$ cat config.mk
export PLATFORM = sky130hd
export DESIGN_NAME = host_mgmt_mailbox_link
export DESIGN_NICKNAME = d
export VERILOG_FILES = /design/src/mbx_pkg.sv /design/src/db_if.sv /design/src/mbx_doorbell.sv /design/src/mbx_cbuf.sv /design/src/host_mgmt_mailbox_link.sv
export SDC_FILE = /design/constraint.sdc
export NUM_CORES = 1
export LEC_CHECK = 0
export ABC_AREA = 1
export BUFFER_PORTS_ARGS = -buffer_cell sky130_fd_sc_hd__buf_4
export CORE_AREA = 10 10 234 236
export DETAILED_ROUTE_END_ITERATION = 7
export DIE_AREA = 0 0 244 246
export GPL_TIMING_DRIVEN = 0
export HOLD_SLACK_MARGIN = 0.06
export PLACE_DENSITY = 0.89
export REMOVE_ABC_BUFFERS = 1
export SLEW_MARGIN = 20
export SYNTH_ARGS = -nofsm -noshare
export SYNTH_HDL_FRONTEND = slang
export SYNTH_SLANG_ARGS = --single-unit
$ cat constraint.sdc
create_clock -name clk -period 24.9 [get_ports clk]
set_input_delay 2.49 -clock clk [delete_from_list [all_inputs] [get_ports clk]]
set_output_delay 2.49 -clock clk [all_outputs]
set_load 0.02 [all_outputs]
$ cat src/mbx_pkg.sv
`default_nettype none
package mbx_pkg;
  localparam int CSR_W     = 32;
  localparam int ALLOW_BIT = 0;
  localparam int PEND_BIT  = 1;
  localparam int RING_BIT  = 2;
  localparam int READY_BIT = 3;
  localparam int RESET_BIT = 4;
  localparam int OVF_BIT   = 5;
  localparam int USED_LSB  = 8;
  localparam int USED_W    = 4;
  localparam int DEPTH_LSB = 24;
  localparam int DEPTH_W   = 8;
  localparam int CB_DEPTH  = 8;
  localparam int CB_AW     = 3;
  localparam int CNT_W     = 4;
  localparam logic [DEPTH_W-1:0] DEPTH_RST = 8'h08;
  localparam logic [1:0]         PS_D0     = 2'h0;
  localparam logic [1:0]         PS_D3     = 2'h3;

  typedef logic [CSR_W-1:0]   word_t;
  typedef logic [DEPTH_W-1:0] depth_t;

  function automatic logic one_hot(input depth_t v);
    return (v != 8'h00) && ((v & (v - 8'h01)) == 8'h00);
  endfunction

  function automatic word_t pack_csr(input logic allow, input logic pend, input logic ring,
                                     input logic rdy, input logic rst, input logic ovf,
                                     input logic [USED_W-1:0] used, input depth_t depth);
    word_t w;
    w = '0;
    w[ALLOW_BIT] = allow;
    w[PEND_BIT]  = pend;
    w[RING_BIT]  = ring;
    w[READY_BIT] = rdy;
    w[RESET_BIT] = rst;
    w[OVF_BIT]   = ovf;
    w[USED_LSB +: USED_W]   = used;
    w[DEPTH_LSB +: DEPTH_W] = depth;
    return w;
  endfunction
endpackage
`default_nettype wire

$ cat src/db_if.sv
`timescale 1ns/10ps
`default_nettype none
interface db_if;
  logic ring;
  logic clr;
  logic allow;
  logic pending;
  logic irq;
  modport core (input ring, input clr, input allow, output pending, output irq);
  modport ctrl (output ring, output clr, output allow, input pending, input irq);
endinterface
`default_nettype wire

$ cat src/mbx_doorbell.sv
`timescale 1ns/10ps
`default_nettype none
module mbx_doorbell (
  input  wire logic clk,
  input  wire logic rst_n,
  input  wire logic ce,
  db_if.core        db
);
  logic pend_q;
  logic pend_d;
  logic irq_q;
  logic irq_d;

  always_comb
  begin
    // A ring in the same cycle as a write-one clear keeps the bit set
    pend_d = db.ring | (pend_q & ~db.clr);
    irq_d  = pend_q & db.allow;
  end

  always_ff @(posedge clk or negedge rst_n)
  begin
    if (!rst_n)
    begin
      pend_q <= 1'h0;
      irq_q  <= 1'h0;
    end
    else if (ce)
    begin
      pend_q <= pend_d;
      irq_q  <= irq_d;
    end
  end

  assign db.pending = pend_q;
  assign db.irq     = irq_q;
endmodule
`default_nettype wire

$ cat src/mbx_cbuf.sv
`timescale 1ns/10ps
`default_nettype none
module mbx_cbuf (
  input  wire logic                     clk,
  input  wire logic                     rst_n,
  input  wire logic                     ce,
  input  wire logic                     clear,
  input  wire logic                     wr,
  input  wire mbx_pkg::word_t           wdata,
  input  wire logic                     rd,
  output var  mbx_pkg::word_t           rdata,
  output var  logic [mbx_pkg::CNT_W-1:0] used,
  output var  logic                     overflow
);
  mbx_pkg::word_t                mem_q [mbx_pkg::CB_DEPTH];
  mbx_pkg::word_t                mem_d [mbx_pkg::CB_DEPTH];
  logic [mbx_pkg::CB_AW-1:0]     wptr_q, wptr_d, rptr_q, rptr_d;
  logic [mbx_pkg::CNT_W-1:0]     cnt_q, cnt_d;
  logic                          ovf_q, ovf_d;
  mbx_pkg::word_t                rdata_q, rdata_d;
  logic                          full, do_wr, do_rd;
  mbx_pkg::word_t                head;

  assign full  = (cnt_q == mbx_pkg::CNT_W'(mbx_pkg::CB_DEPTH));
  assign do_wr = wr & ~full & ~clear;
  assign do_rd = rd & (cnt_q != 4'h0) & ~clear;
  assign head  = mem_q[rptr_q];

  always_comb
  begin
    mem_d   = mem_q;
    wptr_d  = wptr_q;
    rptr_d  = rptr_q;
    ovf_d   = ovf_q | (wr & full & ~clear);
    rdata_d = rdata_q;
    if (do_wr)
    begin
      mem_d[wptr_q] = wdata;
      wptr_d        = wptr_q + mbx_pkg::CB_AW'(1);
    end
    if (do_rd)
    begin
      rdata_d = head;
      rptr_d  = rptr_q + mbx_pkg::CB_AW'(1);
    end
    cnt_d = cnt_q + mbx_pkg::CNT_W'(do_wr) - mbx_pkg::CNT_W'(do_rd);
    if (clear)
    begin
      wptr_d = '0;
      rptr_d = '0;
      cnt_d  = '0;
      ovf_d  = 1'h0;
    end
  end

  always_ff @(posedge clk or negedge rst_n)
  begin
    if (!rst_n)
    begin
      for (int i = 0; i < mbx_pkg::CB_DEPTH; i++)
        mem_q[i] <= '0;
      wptr_q  <= '0;
      rptr_q  <= '0;
      cnt_q   <= '0;
      ovf_q   <= 1'h0;
      rdata_q <= '0;
    end
    else if (ce)
    begin
      mem_q   <= mem_d;
      wptr_q  <= wptr_d;
      rptr_q  <= rptr_d;
      cnt_q   <= cnt_d;
      ovf_q   <= ovf_d;
      rdata_q <= rdata_d;
    end
  end

  assign rdata    = rdata_q;
  assign used     = cnt_q;
  assign overflow = ovf_q;
endmodule
`default_nettype wire

$ cat src/host_mgmt_mailbox_link.sv
`timescale 1ns/10ps
`default_nettype none
// Function
// A firmware doorbell ring sets the host pending bit, interrupts the host only if allowed, then self-clears.
// Writing one to the pending position of the host control word clears the host pending bit.
// The host handler reads the host control word and writes it back to acknowledge the pending bit.
// A firmware alive bit seen as zero makes the host start an interface reset and leave its handler. The host model only leaves its handler.
// An empty firmware buffer on an interrupt tells the host its own sent slots are free again.
// A firmware buffer overflow makes the host re-enter its interface initialisation flow. The host model only leaves its handler.
// Each host read of the firmware read window returns the next dword, once per filled slot.
// After draining, the host rings its doorbell while keeping its other control bits.
// The host link is ready only with memory decode on, power state zero, base set, no host reset, both alive.
// The firmware link is ready only with a one-hot depth field, no firmware reset and both sides alive.
// The host rings its doorbell whenever it changes reset or ready or finishes a read or write. Code rings only on a ring-bit write.
// The firmware doorbell rings whenever firmware changes reset or alive or finishes a read or write.
// While the link is ready an overflow of either buffer resets the interface.
// While the link is ready the host dropping its ready bit resets the interface.
// One interrupt line per side covers all four causes and the handler tells them apart from state.
// Only the D0 and D3 power states are accepted.
// The host interrupt output is a level held while pending and allow are both set.
module host_mgmt_mailbox_link (
  input  wire logic                      clk,
  input  wire logic                      rstn,
  input  wire logic                      ce,
  input  wire logic                      host_csr_wr,
  input  wire mbx_pkg::word_t            host_csr_wdata,
  output var  mbx_pkg::word_t            host_side_ctrl_status,
  input  wire logic                      fw_csr_wr,
  input  wire mbx_pkg::word_t            fw_csr_wdata,
  output var  mbx_pkg::word_t            fw_side_ctrl_status,
  input  wire logic                      mem_space_en,
  input  wire logic [1:0]                power_state,
  input  wire logic                      bar_assigned,
  input  wire logic                      host_cb_wr,
  input  wire mbx_pkg::word_t            host_cb_wdata,
  input  wire logic                      fw_cb_rd,
  output var  mbx_pkg::word_t            fw_cb_rdata,
  input  wire logic                      fw_cb_wr,
  input  wire mbx_pkg::word_t            fw_cb_wdata,
  input  wire logic                      fw_window_rd,
  output var  mbx_pkg::word_t            fw_buffer_read_window,
  output var  logic [mbx_pkg::CNT_W-1:0] fw_buffer_used_slots,
  input  wire logic                      fw_read_done,
  input  wire logic                      fw_write_done,
  output var  mbx_pkg::word_t            fw_status_host_view,
  output var  logic                      fw_alive_host_view,
  output var  logic                      host_irq,
  output var  logic                      fw_irq,
  output var  logic                      host_link_ready,
  output var  logic                      fw_link_ready,
  output var  logic                      pm_in_d3
);
  logic                      rst_meta_q;
  logic                      rst_q;
  logic                      h_allow_q, h_allow_d;
  logic                      h_ready_q, h_ready_d;
  logic                      h_reset_q, h_reset_d;
  logic                      host_doorbell_ring_q, host_doorbell_ring_d;
  logic                      fw_allow_q, fw_allow_d;
  logic                      fw_alive_q, fw_alive_d;
  logic                      fw_link_reset_q, fw_link_reset_d;
  logic                      fw_doorbell_ring_q, fw_doorbell_ring_d;
  mbx_pkg::depth_t           fw_depth_q, fw_depth_d;
  logic [1:0]                ps_q, ps_d;
  logic                      host_rdy_q, host_rdy_d;
  logic                      fw_rdy_q, fw_rdy_d;
  mbx_pkg::word_t            h_ctl_q, h_ctl_d;
  mbx_pkg::word_t            f_csr_q, f_csr_d;
  mbx_pkg::word_t            f_view_q, f_view_d;
  logic                      alive_view_q, alive_view_d;
  logic                      d3_q, d3_d;
  logic                      fw_ring_set;
  logic                      link_fault;
  logic                      host_drop;
  logic                      host_ready_cond;
  logic                      fw_ready_cond;
  logic                      irq_cause;
  logic                      buf_clear;
  logic                      h_ovf, f_ovf;
  logic [mbx_pkg::CNT_W-1:0] h_used, f_used;
  mbx_pkg::word_t            h_rdata, f_rdata;

  db_if host_db ();
  db_if fw_db ();

  // Reset is released through two stages so that its removal is clean on clk
  always_ff @(posedge clk or negedge rstn)
  begin
    if (!rstn)
    begin
      rst_meta_q <= 1'h0;
      rst_q      <= 1'h0;
    end
    else
    begin
      rst_meta_q <= 1'h1;
      rst_q      <= rst_meta_q;
    end
  end

  assign host_db.ring  = fw_doorbell_ring_q;
  assign host_db.clr   = host_csr_wr & host_csr_wdata[mbx_pkg::PEND_BIT];
  assign host_db.allow = h_allow_q;
  assign fw_db.ring    = host_doorbell_ring_q;
  assign fw_db.clr     = fw_csr_wr & fw_csr_wdata[mbx_pkg::PEND_BIT];
  assign fw_db.allow   = fw_allow_q;

  mbx_doorbell u_host_db (
    .clk   (clk),
    .rst_n (rst_q),
    .ce    (ce),
    .db    (host_db.core)
  );

  mbx_doorbell u_fw_db (
    .clk   (clk),
    .rst_n (rst_q),
    .ce    (ce),
    .db    (fw_db.core)
  );

  // Either side in reset flushes both buffers; data across a reset is not trusted
  assign buf_clear = h_reset_q | fw_link_reset_q;

  mbx_cbuf u_host_cb (
    .clk      (clk),
    .rst_n    (rst_q),
    .ce       (ce),
    .clear    (buf_clear),
    .wr       (host_cb_wr),
    .wdata    (host_cb_wdata),
    .rd       (fw_cb_rd),
    .rdata    (h_rdata),
    .used     (h_used),
    .overflow (h_ovf)
  );

  mbx_cbuf u_fw_cb (
    .clk      (clk),
    .rst_n    (rst_q),
    .ce       (ce),
    .clear    (buf_clear),
    .wr       (fw_cb_wr),
    .wdata    (fw_cb_wdata),
    .rd       (fw_window_rd),
    .rdata    (f_rdata),
    .used     (f_used),
    .overflow (f_ovf)
  );

  always_comb
  begin
    h_allow_d = h_allow_q;
    h_ready_d = h_ready_q;
    h_reset_d = h_reset_q;
    if (host_csr_wr)
    begin
      h_allow_d = host_csr_wdata[mbx_pkg::ALLOW_BIT];
      h_ready_d = host_csr_wdata[mbx_pkg::READY_BIT];
      h_reset_d = host_csr_wdata[mbx_pkg::RESET_BIT];
    end
    // The ring lasts one cycle; a new ring always wins over the self-clear
    host_doorbell_ring_d = host_csr_wr & host_csr_wdata[mbx_pkg::RING_BIT];
  end

  assign host_drop  = h_ready_q & ~h_ready_d;
  assign link_fault = fw_rdy_q & (h_ovf | f_ovf | host_drop); // see R13

  always_comb
  begin
    fw_allow_d      = fw_allow_q;
    fw_alive_d      = fw_alive_q;
    fw_link_reset_d = fw_link_reset_q;
    fw_depth_d      = fw_depth_q;
    if (fw_csr_wr)
    begin
      fw_allow_d      = fw_csr_wdata[mbx_pkg::ALLOW_BIT];
      fw_alive_d      = fw_csr_wdata[mbx_pkg::READY_BIT];
      fw_link_reset_d = fw_csr_wdata[mbx_pkg::RESET_BIT];
      fw_depth_d      = fw_csr_wdata[mbx_pkg::DEPTH_LSB +: mbx_pkg::DEPTH_W];
    end
    // A detected fault overrides the reset and alive bits of a firmware write in the same cycle
    if (link_fault)
    begin
      fw_link_reset_d = 1'h1; // see R13
      fw_alive_d      = 1'h0;
    end
  end

  // Hardware rings on behalf of firmware so no change of reset or alive goes unannounced
  assign fw_ring_set = (fw_csr_wr & fw_csr_wdata[mbx_pkg::RING_BIT])
                     | fw_read_done | fw_write_done
                     | link_fault // A repeated fault still rings even when the bits already read as reset
                     | (fw_alive_d != fw_alive_q)
                     | (fw_link_reset_d != fw_link_reset_q); // see R12
  assign fw_doorbell_ring_d = fw_ring_set;

  always_comb
  begin
    ps_d = ps_q;
    // Intermediate power states are not supported and leave the state unchanged
    if ((power_state == mbx_pkg::PS_D0) || (power_state == mbx_pkg::PS_D3))
      ps_d = power_state;
    d3_d = (ps_d == mbx_pkg::PS_D3);
  end

  assign host_ready_cond = mem_space_en & (ps_q == mbx_pkg::PS_D0) & bar_assigned
                         & ~h_reset_q & h_ready_q & fw_alive_q;
  assign fw_ready_cond   = mbx_pkg::one_hot(fw_depth_q) & ~fw_link_reset_q
                         & fw_alive_q & h_ready_q;
  assign host_rdy_d      = host_ready_cond;
  assign fw_rdy_d        = fw_ready_cond;
  assign irq_cause       = host_db.pending & h_allow_q;

  always_comb
  begin
    h_ctl_d      = mbx_pkg::pack_csr(h_allow_q, host_db.pending, host_doorbell_ring_q, h_ready_q,
                                     h_reset_q, h_ovf, h_used, mbx_pkg::DEPTH_RST);
    f_csr_d      = mbx_pkg::pack_csr(fw_allow_q, fw_db.pending, fw_doorbell_ring_q, fw_alive_q,
                                     fw_link_reset_q, f_ovf, f_used, fw_depth_q);
    f_view_d     = f_csr_d;
    alive_view_d = fw_alive_q;
  end

  always_ff @(posedge clk or negedge rst_q)
  begin
    if (!rst_q)
    begin
      h_allow_q            <= 1'h0;
      h_ready_q            <= 1'h0;
      h_reset_q            <= 1'h0;
      host_doorbell_ring_q <= 1'h0;
      fw_allow_q           <= 1'h0;
      fw_alive_q           <= 1'h0;
      fw_link_reset_q      <= 1'h0;
      fw_doorbell_ring_q   <= 1'h0;
      fw_depth_q           <= mbx_pkg::DEPTH_RST;
      ps_q                 <= mbx_pkg::PS_D0;
      d3_q                 <= 1'h0;
      host_rdy_q           <= 1'h0;
      fw_rdy_q             <= 1'h0;
      h_ctl_q              <= '0;
      f_csr_q              <= '0;
      f_view_q             <= '0;
      alive_view_q         <= 1'h0;
    end
    else if (ce)
    begin
      h_allow_q            <= h_allow_d;
      h_ready_q            <= h_ready_d;
      h_reset_q            <= h_reset_d;
      host_doorbell_ring_q <= host_doorbell_ring_d;
      fw_allow_q           <= fw_allow_d;
      fw_alive_q           <= fw_alive_d;
      fw_link_reset_q      <= fw_link_reset_d;
      fw_doorbell_ring_q   <= fw_doorbell_ring_d;
      fw_depth_q           <= fw_depth_d;
      ps_q                 <= ps_d;
      d3_q                 <= d3_d;
      host_rdy_q           <= host_rdy_d;
      fw_rdy_q             <= fw_rdy_d;
      h_ctl_q              <= h_ctl_d;
      f_csr_q              <= f_csr_d;
      f_view_q             <= f_view_d;
      alive_view_q         <= alive_view_d;
    end
  end

  assign host_side_ctrl_status = h_ctl_q;
  assign fw_side_ctrl_status   = f_csr_q;
  assign fw_status_host_view   = f_view_q;
  assign fw_alive_host_view    = alive_view_q;
  assign fw_cb_rdata           = h_rdata;
  assign fw_buffer_read_window = f_rdata;
  assign fw_buffer_used_slots  = f_used;
  assign host_irq              = host_db.irq; // see R17
  assign fw_irq                = fw_db.irq;
  assign host_link_ready       = host_rdy_q;
  assign fw_link_ready         = fw_rdy_q;
  assign pm_in_d3              = d3_q;
endmodule
`default_nettype wire

=== After elaboration in Yosys (flattened, before gate mapping) ===
Index checks and enable logic that the tools add are counted.

* Flip-flop bits (word level): 655
* Input bits: 143
* Word-level logic and storage cells: 178

* Add/sub/neg operators: 9
* Order comparisons: 6
* Eq/ne operators: 6
* Mux-type cells: 30
* Bitwise operators: 55
* Reductions and logical operators: 24

{| class="wikitable"
|+ Operators with widths
! cell !! count
|-
| bitwise mux 256 bit || 2
|-
| binary-select mux 32 bit (select 3 bit) || 2
|-
| demux 32 bit (select 3 bit) || 2
|-
| two-way mux 32 bit || 6
|-
| AND 1 bit || 30
|-
| two-way mux 3 bit || 8
|-
| AND reduction 2 bit || 10
|-
| greater-or-equal comparator 4 bit, second input constant || 4
|-
| NOT 3 -> 4 bit || 4
|-
| adder 3 x 1 -> 3 bit, second input constant || 4
|-
| OR 1 bit || 12
|-
| adder 4 x 1 -> 4 bit || 2
|-
| AND 8 bit || 1
|-
| equality test 4 bit, second input constant || 2
|-
| zero test 8 bit || 1
|-
| < comparator 4 x 1 -> 1 bit, second input constant || 2
|-
| two-way mux 4 bit || 2
|-
| NOT 1 bit || 8
|-
| nonzero test 2 bit || 4
|-
| nonzero test 4 bit || 2
|-
| nonzero test 8 bit || 1
|-
| subtractor 4 x 1 -> 4 bit || 2
|-
| subtractor 8 x 1 -> 8 bit, second input constant || 1
|-
| two-way mux 1 bit || 7
|-
| 6 further kinds || 11
|}

=== Longest topological paths before layout ===
Gate-level depths: netlist (run 1).

* Depth after elaboration: 9
* Mapped depth: 12
* Depth with buffers taken out: 12

=== Hierarchy ===
Synthesis (run 1) repeated with hierarchy kept, for this count alone.

* Cells, all modules: 4512
* Area total of the unflattened synthesis: 32859.0 um^2

{| class="wikitable"
|+ By module, submodules not included
! module !! times used !! cells an instance !! area each (um^2)
|-
| mbx_cbuf (u_fw_cb) || 1 || 2088 || 15011.9
|-
| mbx_cbuf (u_host_cb) || 1 || 2088 || 15005.6
|-
| host_mgmt_mailbox_link || 1 || 316 || 2678.8
|-
| mbx_doorbell || 2 || 10 || 81.3
|}

=== Worst setup path after synthesis (run 1) ===
OpenSTA, ideal clock, no wires.

* Path kind: input -> register
* From: input fw_window_rd
* To: register u_fw_cb.cnt_q, in the netlist u_fw_cb.used[2]
* Arrival: 3.745 ns
* Path slack: 21.023 ns
* Stages: 8
* Path through: nand2_1 nor2_1 ha_1 inv_1 ha_1 fa_1 xnor2_1 o22ai_1

* Longest elaborated chain between the ends: 4

{| class="wikitable"
|+ RTL lines
! element !! RTL line !! source
|-
| start: declaration || host_mgmt_mailbox_link.sv:40 || <nowiki>input wire logic fw_window_rd,</nowiki>
|-
| AND 1 bit (2 in series) || mbx_cbuf.sv:26 || <nowiki>assign do_rd = rd & (cnt_q != 4'h0) & ~clear;</nowiki>
|-
| subtractor 4 x 1 -> 4 bit || mbx_cbuf.sv:46 || <nowiki>cnt_d = cnt_q + mbx_pkg::CNT_W'(do_wr) - mbx_pkg::CNT_W'(do_rd);</nowiki>
|-
| two-way mux 4 bit || mbx_cbuf.sv:47 || <nowiki>if (clear)</nowiki>
|-
| end signal: assignment || mbx_cbuf.sv:73 || <nowiki>cnt_q <= cnt_d;</nowiki>
|-
| end: declaration || mbx_cbuf.sv:18 || <nowiki>logic [mbx_pkg::CNT_W-1:0] cnt_q, cnt_d;</nowiki>
|}

No other way between the ends.
A chain may end at the register's enable or synchronous reset.

=== Final worst setup path (run 1) ===
* From: input ce
* To: register u_host_cb.mem_q[84] (netlist bit)

* Longest elaborated chain between the ends: 1

{| class="wikitable"
|+ RTL lines
! element !! RTL line !! source
|-
| start: declaration || host_mgmt_mailbox_link.sv:24 || <nowiki>input wire logic ce,</nowiki>
|-
| AND reduction 2 bit (no source line) || - ||
|-
| end signal: assignment || mbx_cbuf.sv:70 || <nowiki>mem_q <= mem_d;</nowiki>
|-
| end: declaration || mbx_cbuf.sv:15 || <nowiki>mbx_pkg::word_t mem_q [mbx_pkg::CB_DEPTH];</nowiki>
|}

No other way between the ends.

==> results of run 1 <==
-- where the power goes --
part	leakage, nW	switching, mW	internal, mW
Clock	1.06	0.432	0.572
Combinational	6.06	0.224	0.144
Sequential	8.87	0.0770	1.19
Total	16.0	0.733	1.90
-- worst max path at each step --
| stage | startpoint | end | slack (ns) |
|---|---|---|---|
| 3_5_place_dp | ce | u_host_cb.mem_q[115] | 19.64 |
| 5_1_grt | ce | u_host_cb.mem_q[84] | 19.92 |
| 2_1_floorplan | rst_q | alive_view_d | 5.32 |
| 4_1_cts | ce | u_host_cb.mem_q[0] | 20.28 |
| 6_report | ce | u_host_cb.mem_q[84] | 20.19 |
| 3_3_place_gp | rst_q | u_host_cb.rdata[4] | -1.23 |
-- per-stage QoR --
stage                     util (%)  hold slack (ns)  cells  setup TNS [ns]  power [mW]
after CTS                     66.6            0.221   4271               0        2.65
after floorplan                  -            0.331   3236               0        1.50
after global routing          66.6            0.228   4271               0        2.75
after global placement        60.6            0.334   4125         -758.73        1.62
after detailed placement      62.2            0.211   4154               0        1.64
final                         66.6            0.209   4272               0        2.64
-- cell type report --
class                           instances  area [sq um]
Inverter                              114           443
Clock inverter                         20           259
Clock buffer                           97          1910
Antenna cell                            1          2.50
Timing Repair Buffer                  246          2360
Tap cell                              672           841
Multi-Input combinational cell       2468         11000
Fill cell                            3749         16700
Sequential cell                       654         16400
-- logic make-up after synthesis --
family	synth area share, %
AND/OR/NAND/NOR	21.4
AO/OA/AOI/OAI	14.5
flip-flops	56.2
buffers and inverters	6.68
adder cells (fa/ha/maj)	0.825
XOR/XNOR	0.211
multiplexers	0.116
other	0.0258
-- routing by layer --
layer / GRT usage [%] / share of wire [%] / routed length, microns / vias up
li1: - / - / - / 11351
met1: 32.5 / 39 / 30600 / 12030
met2: 41.4 / 48 / 37400 / 1293
met3: 5.91 / 9.6 / 7500 / 198
met4: 12.4 / 3.6 / 2810 / 2
met5: 0 / 0.017 / 13 / -
-- placed cells by master, fill, tap and decap left out, drive strengths merged, types with 2 or more instances in the layout --
cell type / count
a21oi: 17
buf: 246
bufinv: 3
clkbuf: 97
clkinv: 10
conb: 50
dfrtp: 653
fa: 2
ha: 16
inv: 120
mux2: 3
nand2: 770
nand3: 211
nand4: 2
nor2: 562
o21ai: 818
o22ai: 6
xnor2: 4
xor2: 3
-- worst max-delay path: stages --
cell and delay, ns:
buf_4 0.32, inv_2 0.48, nor2_8 0.30, inv_2 0.13, nor2_4 0.44, nand2_4 0.57, o21ai_0 0.43
-- flip-flops by register name, indices dropped and copies added (netlist names), 2 cells and up --
register and flops:
fw_status_host_view 18, host_side_ctrl_status 11, u_host_cb.rdata 32, u_fw_cb.rdata 32, u_fw_cb.wptr_q 3, u_host_cb.wptr_q 3
fw_depth_q 8, u_host_cb.rptr_q 3, u_host_cb.mem_q 256, u_host_cb.used 4, ps_q 2, u_fw_cb.mem_q 256
u_fw_cb.rptr_q 3, u_fw_cb.used 4
==> flow_summary.json, run 1 <==
{
  "final_area_sq_um": 33200,
  "drtPass1Iterations": 8,
  "groute.usage.overall_pct": 25.7,
  "tightestPinTransition_ns": 1.02,
  "drive_above_1_share_pct": 10.8,
  "drcViolationCount": 0,
  "hold_class": "register to asynchronous set/reset pin",
  "path_class": "input pin to register",
  "setup_ws_ns": 20.19,
  "synth_warnings": 0,
  "arrival_ns": 5.20,
  "layout_worst_path_cycle_share_pct": 18.9,
  "ys_ff_latch": 654,
  "final_hold_viol_count": 0,
  "area_delta_synth_final_pct": 14.1,
  "place_congestion": 0.802,
  "die_h_microns": 246,
  "p_per_area_nw_per_um2": 79.4,
  "vias_per_cell": 5.82,
  "ir_drop_uv": 53.1,
  "cts_buffer_depth": 3,
  "start_kind": "input pin",
  "routed_wl_microns": 78300,
  "status": "finished, final reports clean",
  "die_w_microns": 244,
  "pin_count": 313,
  "post_cts_buffers": 0,
  "grt_max_degree": 89,
  "synth_commonest_cells": "nand2_1, o21ai_0, dfrtp_1",
  "r2r_start": "u_fw_cb.used[2]",
  "worstPathRequired_ns": 25.39,
  "ff2ff_path_depth": 8,
  "place.port_buffers": 217,
  "antenna_found_initial": 2,
  "start_util_pct": 58.4,
  "ys_top_cells_by_area": "dfrtp_1, o21ai_0, nand2_1, nor2_1, nand3_1",
  "rsz0062_at_grt": "false",
  "cts_resized": 0,
  "yosysSeqAreaShare_pct": 56.2,
  "placed_cell_area_sq_um": 31000,
  "cts_tree": "done",
  "cap_violations": 0,
  "clock_latency_ns": 0.62,
  "num_rows": 82,
  "crit_path_end_kind": "register",
  "path_max_fanout": 66,
  "coreArea_sq_um": 49900,
  "dieArea_sq_um": 60000,
  "htree_levels": 3,
  "synth_area_per_cell_sq_um": 8.37,
  "grt_overflow_total": 0,
  "cts_root_buf": "clkbuf_16",
  "grt_pass1_wl_microns": 127000,
  "fin_nets": 3713,
  "synth_area_sq_um": 29100,
  "grt_pass1_vias": 24770,
  "num_vias": 24874,
  "dp_slack_ns": 19.64,
  "numCtsBuffers": 68,
  "leakage_nw": 16.0,
  "final.min_clock_period_ns": 4.71,
  "synth.most_common_cell": "nand2_1",
  "cts_hold_buffers": 0,
  "clock_skew_ns": 0.0208,
  "setup_viol": 0,
  "clock-sinks": 654,
  "async_reset_ff_share_pct": 100,
  "ant_nets": 0,
  "synth.largest_area_cell": "dfrtp_1",
  "synth_edf_count": 0,
  "fmax_ghz": 0.212,
  "place_hpwl_microns": 43500,
  "synth_ff_type": "dfrtp_1",
  "clk_pin_slew_ns": 0.06,
  "r2r_slack_ns": 21.99,
  "route.detailed.wl_per_inst_microns": 18.3,
  "drv_slew": 0,
  "dr.first_iter.drc_count": 2928,
  "yosysTopAreaCellShare_pct": 56.1,
  "synth_cell_types": 34,
  "r2r_end": "u_fw_cb.mem_q[228]",
  "slew_headroom_pct": 32.2,
  "synth_cells": 3476
}
Power figures use the tool's default switching activity.
==> run 2: changes to the inputs <==
CORE_AREA = 10 10 246 248   (was 10 10 234 236)
DIE_AREA = 0 0 256 258   (was 0 0 244 246)
PLACE_DENSITY = 0.85   (was 0.89)
clock period = 3.9 ns   (was 24.9 ns; I/O delays follow)
==> flow_summary.json, run 2 (synthesized netlist as in run 1, its figures left out) <==
{
  "place_congestion": 0.790,
  "fin_hold_ws_ns": 0.104,
  "arrival_ns": 3.47,
  "status": "finished, final reports clean",
  "clock-sinks": 654,
  "cap_violations": 0,
  "htree_levels": 3,
  "die_h_microns": 258,
  "final_hold_viol_count": 0,
  "die_w_microns": 256,
  "start_util_pct": 52.2,
  "fmax_ghz": 0.336,
  "routed_wl_microns": 77000,
  "place.port_buffers": 217,
  "drive_above_1_share_pct": 10.8,
  "worstPathRequired_ns": 4.40,
  "drtPass1Iterations": 6,
  "crit_path_end_kind": "register",
  "ant_nets": 0,
  "leakage_nw": 16.1,
  "path_max_fanout": 64,
  "clock_latency_ns": 0.61,
  "cts_root_buf": "clkbuf_16",
  "reg_top3": "u_fw_cb.mem_q: 256 flops, u_host_cb.mem_q: 256 flops",
  "dp_slack_ns": 0.652,
  "rsz0062_at_grt": "false",
  "cts_hold_buffers": 17,
  "layout_commonest_cell": "nand2_1",
  "num_rows": 87,
  "path_class": "register to register",
  "post_cts_buffers": 0,
  "layout_worst_path_cycle_share_pct": 76.3,
  "clock_skew_ns": 0.0219,
  "area_delta_synth_final_pct": 14.9,
  "final_cell_count_no_fill": 4371,
  "hold_class": "input pin to asynchronous set/reset pin",
  "fin_nets": 3730,
  "setup-tns-final_ns": 0,
  "vias_per_cell": 5.55,
  "route.detailed.wl_per_inst_microns": 17.6,
  "cts_buffer_depth": 3,
  "num_vias": 24277,
  "place_hpwl_microns": 43200,
  "setup_ws_ns": 0.925,
  "coreArea_sq_um": 55700,
  "cts_resized": 0,
  "groute.usage.overall_pct": 22.8,
  "fillers": 4614,
  "dr.first_iter.drc_count": 2668,
  "num_antenna_cells": 0,
  "dpl.cell_count": 4237,
  "final_cell_mix": "nand2_1, o21ai_0, dfrtp_1",
  "setup_viol": 0,
  "antenna_found_initial": 0,
  "grt_pass1_wl_microns": 124000,
  "drcViolationCount": 0,
  "report.power.total_mw": 16.8,
  "numCtsBuffers": 69,
  "dieArea_sq_um": 66000,
  "final.min_clock_period_ns": 2.98,
  "slew_headroom_pct": 29.5,
  "grt_max_degree": 95,
  "grt_pass1_vias": 23875,
  "drv_slew": 0,
  "clk_pin_slew_ns": 0.06,
  "start_kind": "register",
  "ir_drop_uv": 343,
  "grt_overflow_total": 0,
  "tightestPinTransition_ns": 1.06,
  "pin_count": 313,
  "p_per_area_nw_per_um2": 501,
  "cts_tree": "done"
}
-- run 2: changes by cell type in the layout (fill, tap and decap cells not counted), moves of 2 or more --
cell and delta:
dlygate4sd3_1 +17, clkinv_4 +4, buf_16 -2, clkbuf_16 +2
clkbuf_8 +2, clkinv_8 -2
-- run 2: area by class of cell --
type / instances / area, sq um / area share (%)
flip-flops and latches: 654 / 16400 / 49.0
multi-input cells: 2468 / 11000 / 32.9
repair buffers: 262 / 2490 / 7.46
clock buffers: 100 / 1980 / 5.93
well taps: 756 / 946 / 2.83
inverters: 114 / 443 / 1.32
clock inverters: 17 / 186 / 0.557
-- run 2: worst paths after layout --
| kind | depth (start not counted) | endpoint | startpoint | slack (ns) |
|---|---|---|---|---|
| max | 7 | u_fw_cb.mem_q[223] | u_fw_cb.used[2] | 0.92 |
| max reg2reg | 7 | u_fw_cb.mem_q[223] | u_fw_cb.used[2] | 0.92 |
| max in group asynchronous | 5 | u_fw_cb.mem_q[172] | rst_q | 1.68 |
| min | 2 | rst_q | rstn | 0.10 |
| min reg2reg | 0 | fw_status_host_view[4] | rst_q | 0.34 |
| min in group clk | 3 | fw_db.ring | host_csr_wr | 0.12 |
-- run 2: through the flow --
stage | utilization [%] | cell area [sq um]
after floorplan | - | 27800
after global placement | 54.4 | 30300
after detailed placement | 55.8 | 31100
after CTS | 60.0 | 33400
after global routing | 60.0 | 33400
final | 60.0 | 33400
-- run 2: report_power, final --
part / switching [mW] / internal (mW)
Sequential: 0.483 / 7.59
Clock: 2.69 / 3.68
Combinational: 1.40 / 0.926
-- run 2: layer usage --
| metal | wire length [microns] | GRT usage [%] |
|---|---|---|
| met1 | 31500 | 29.5 |
| met2 | 37100 | 37.3 |
| met3 | 6370 | 4.83 |
| met4 | 1990 | 8.61 |
| met5 | 0 | 0 |
-- run 2: critical path: stages, from the launching register on --
cell     delay, ns
dfrtp_1       0.39
inv_1         0.14
ha_1          0.23
nand3_1       0.11
nand2_1       0.09
nor2_2        0.74
nand2_4       0.70
o21ai_0       0.44
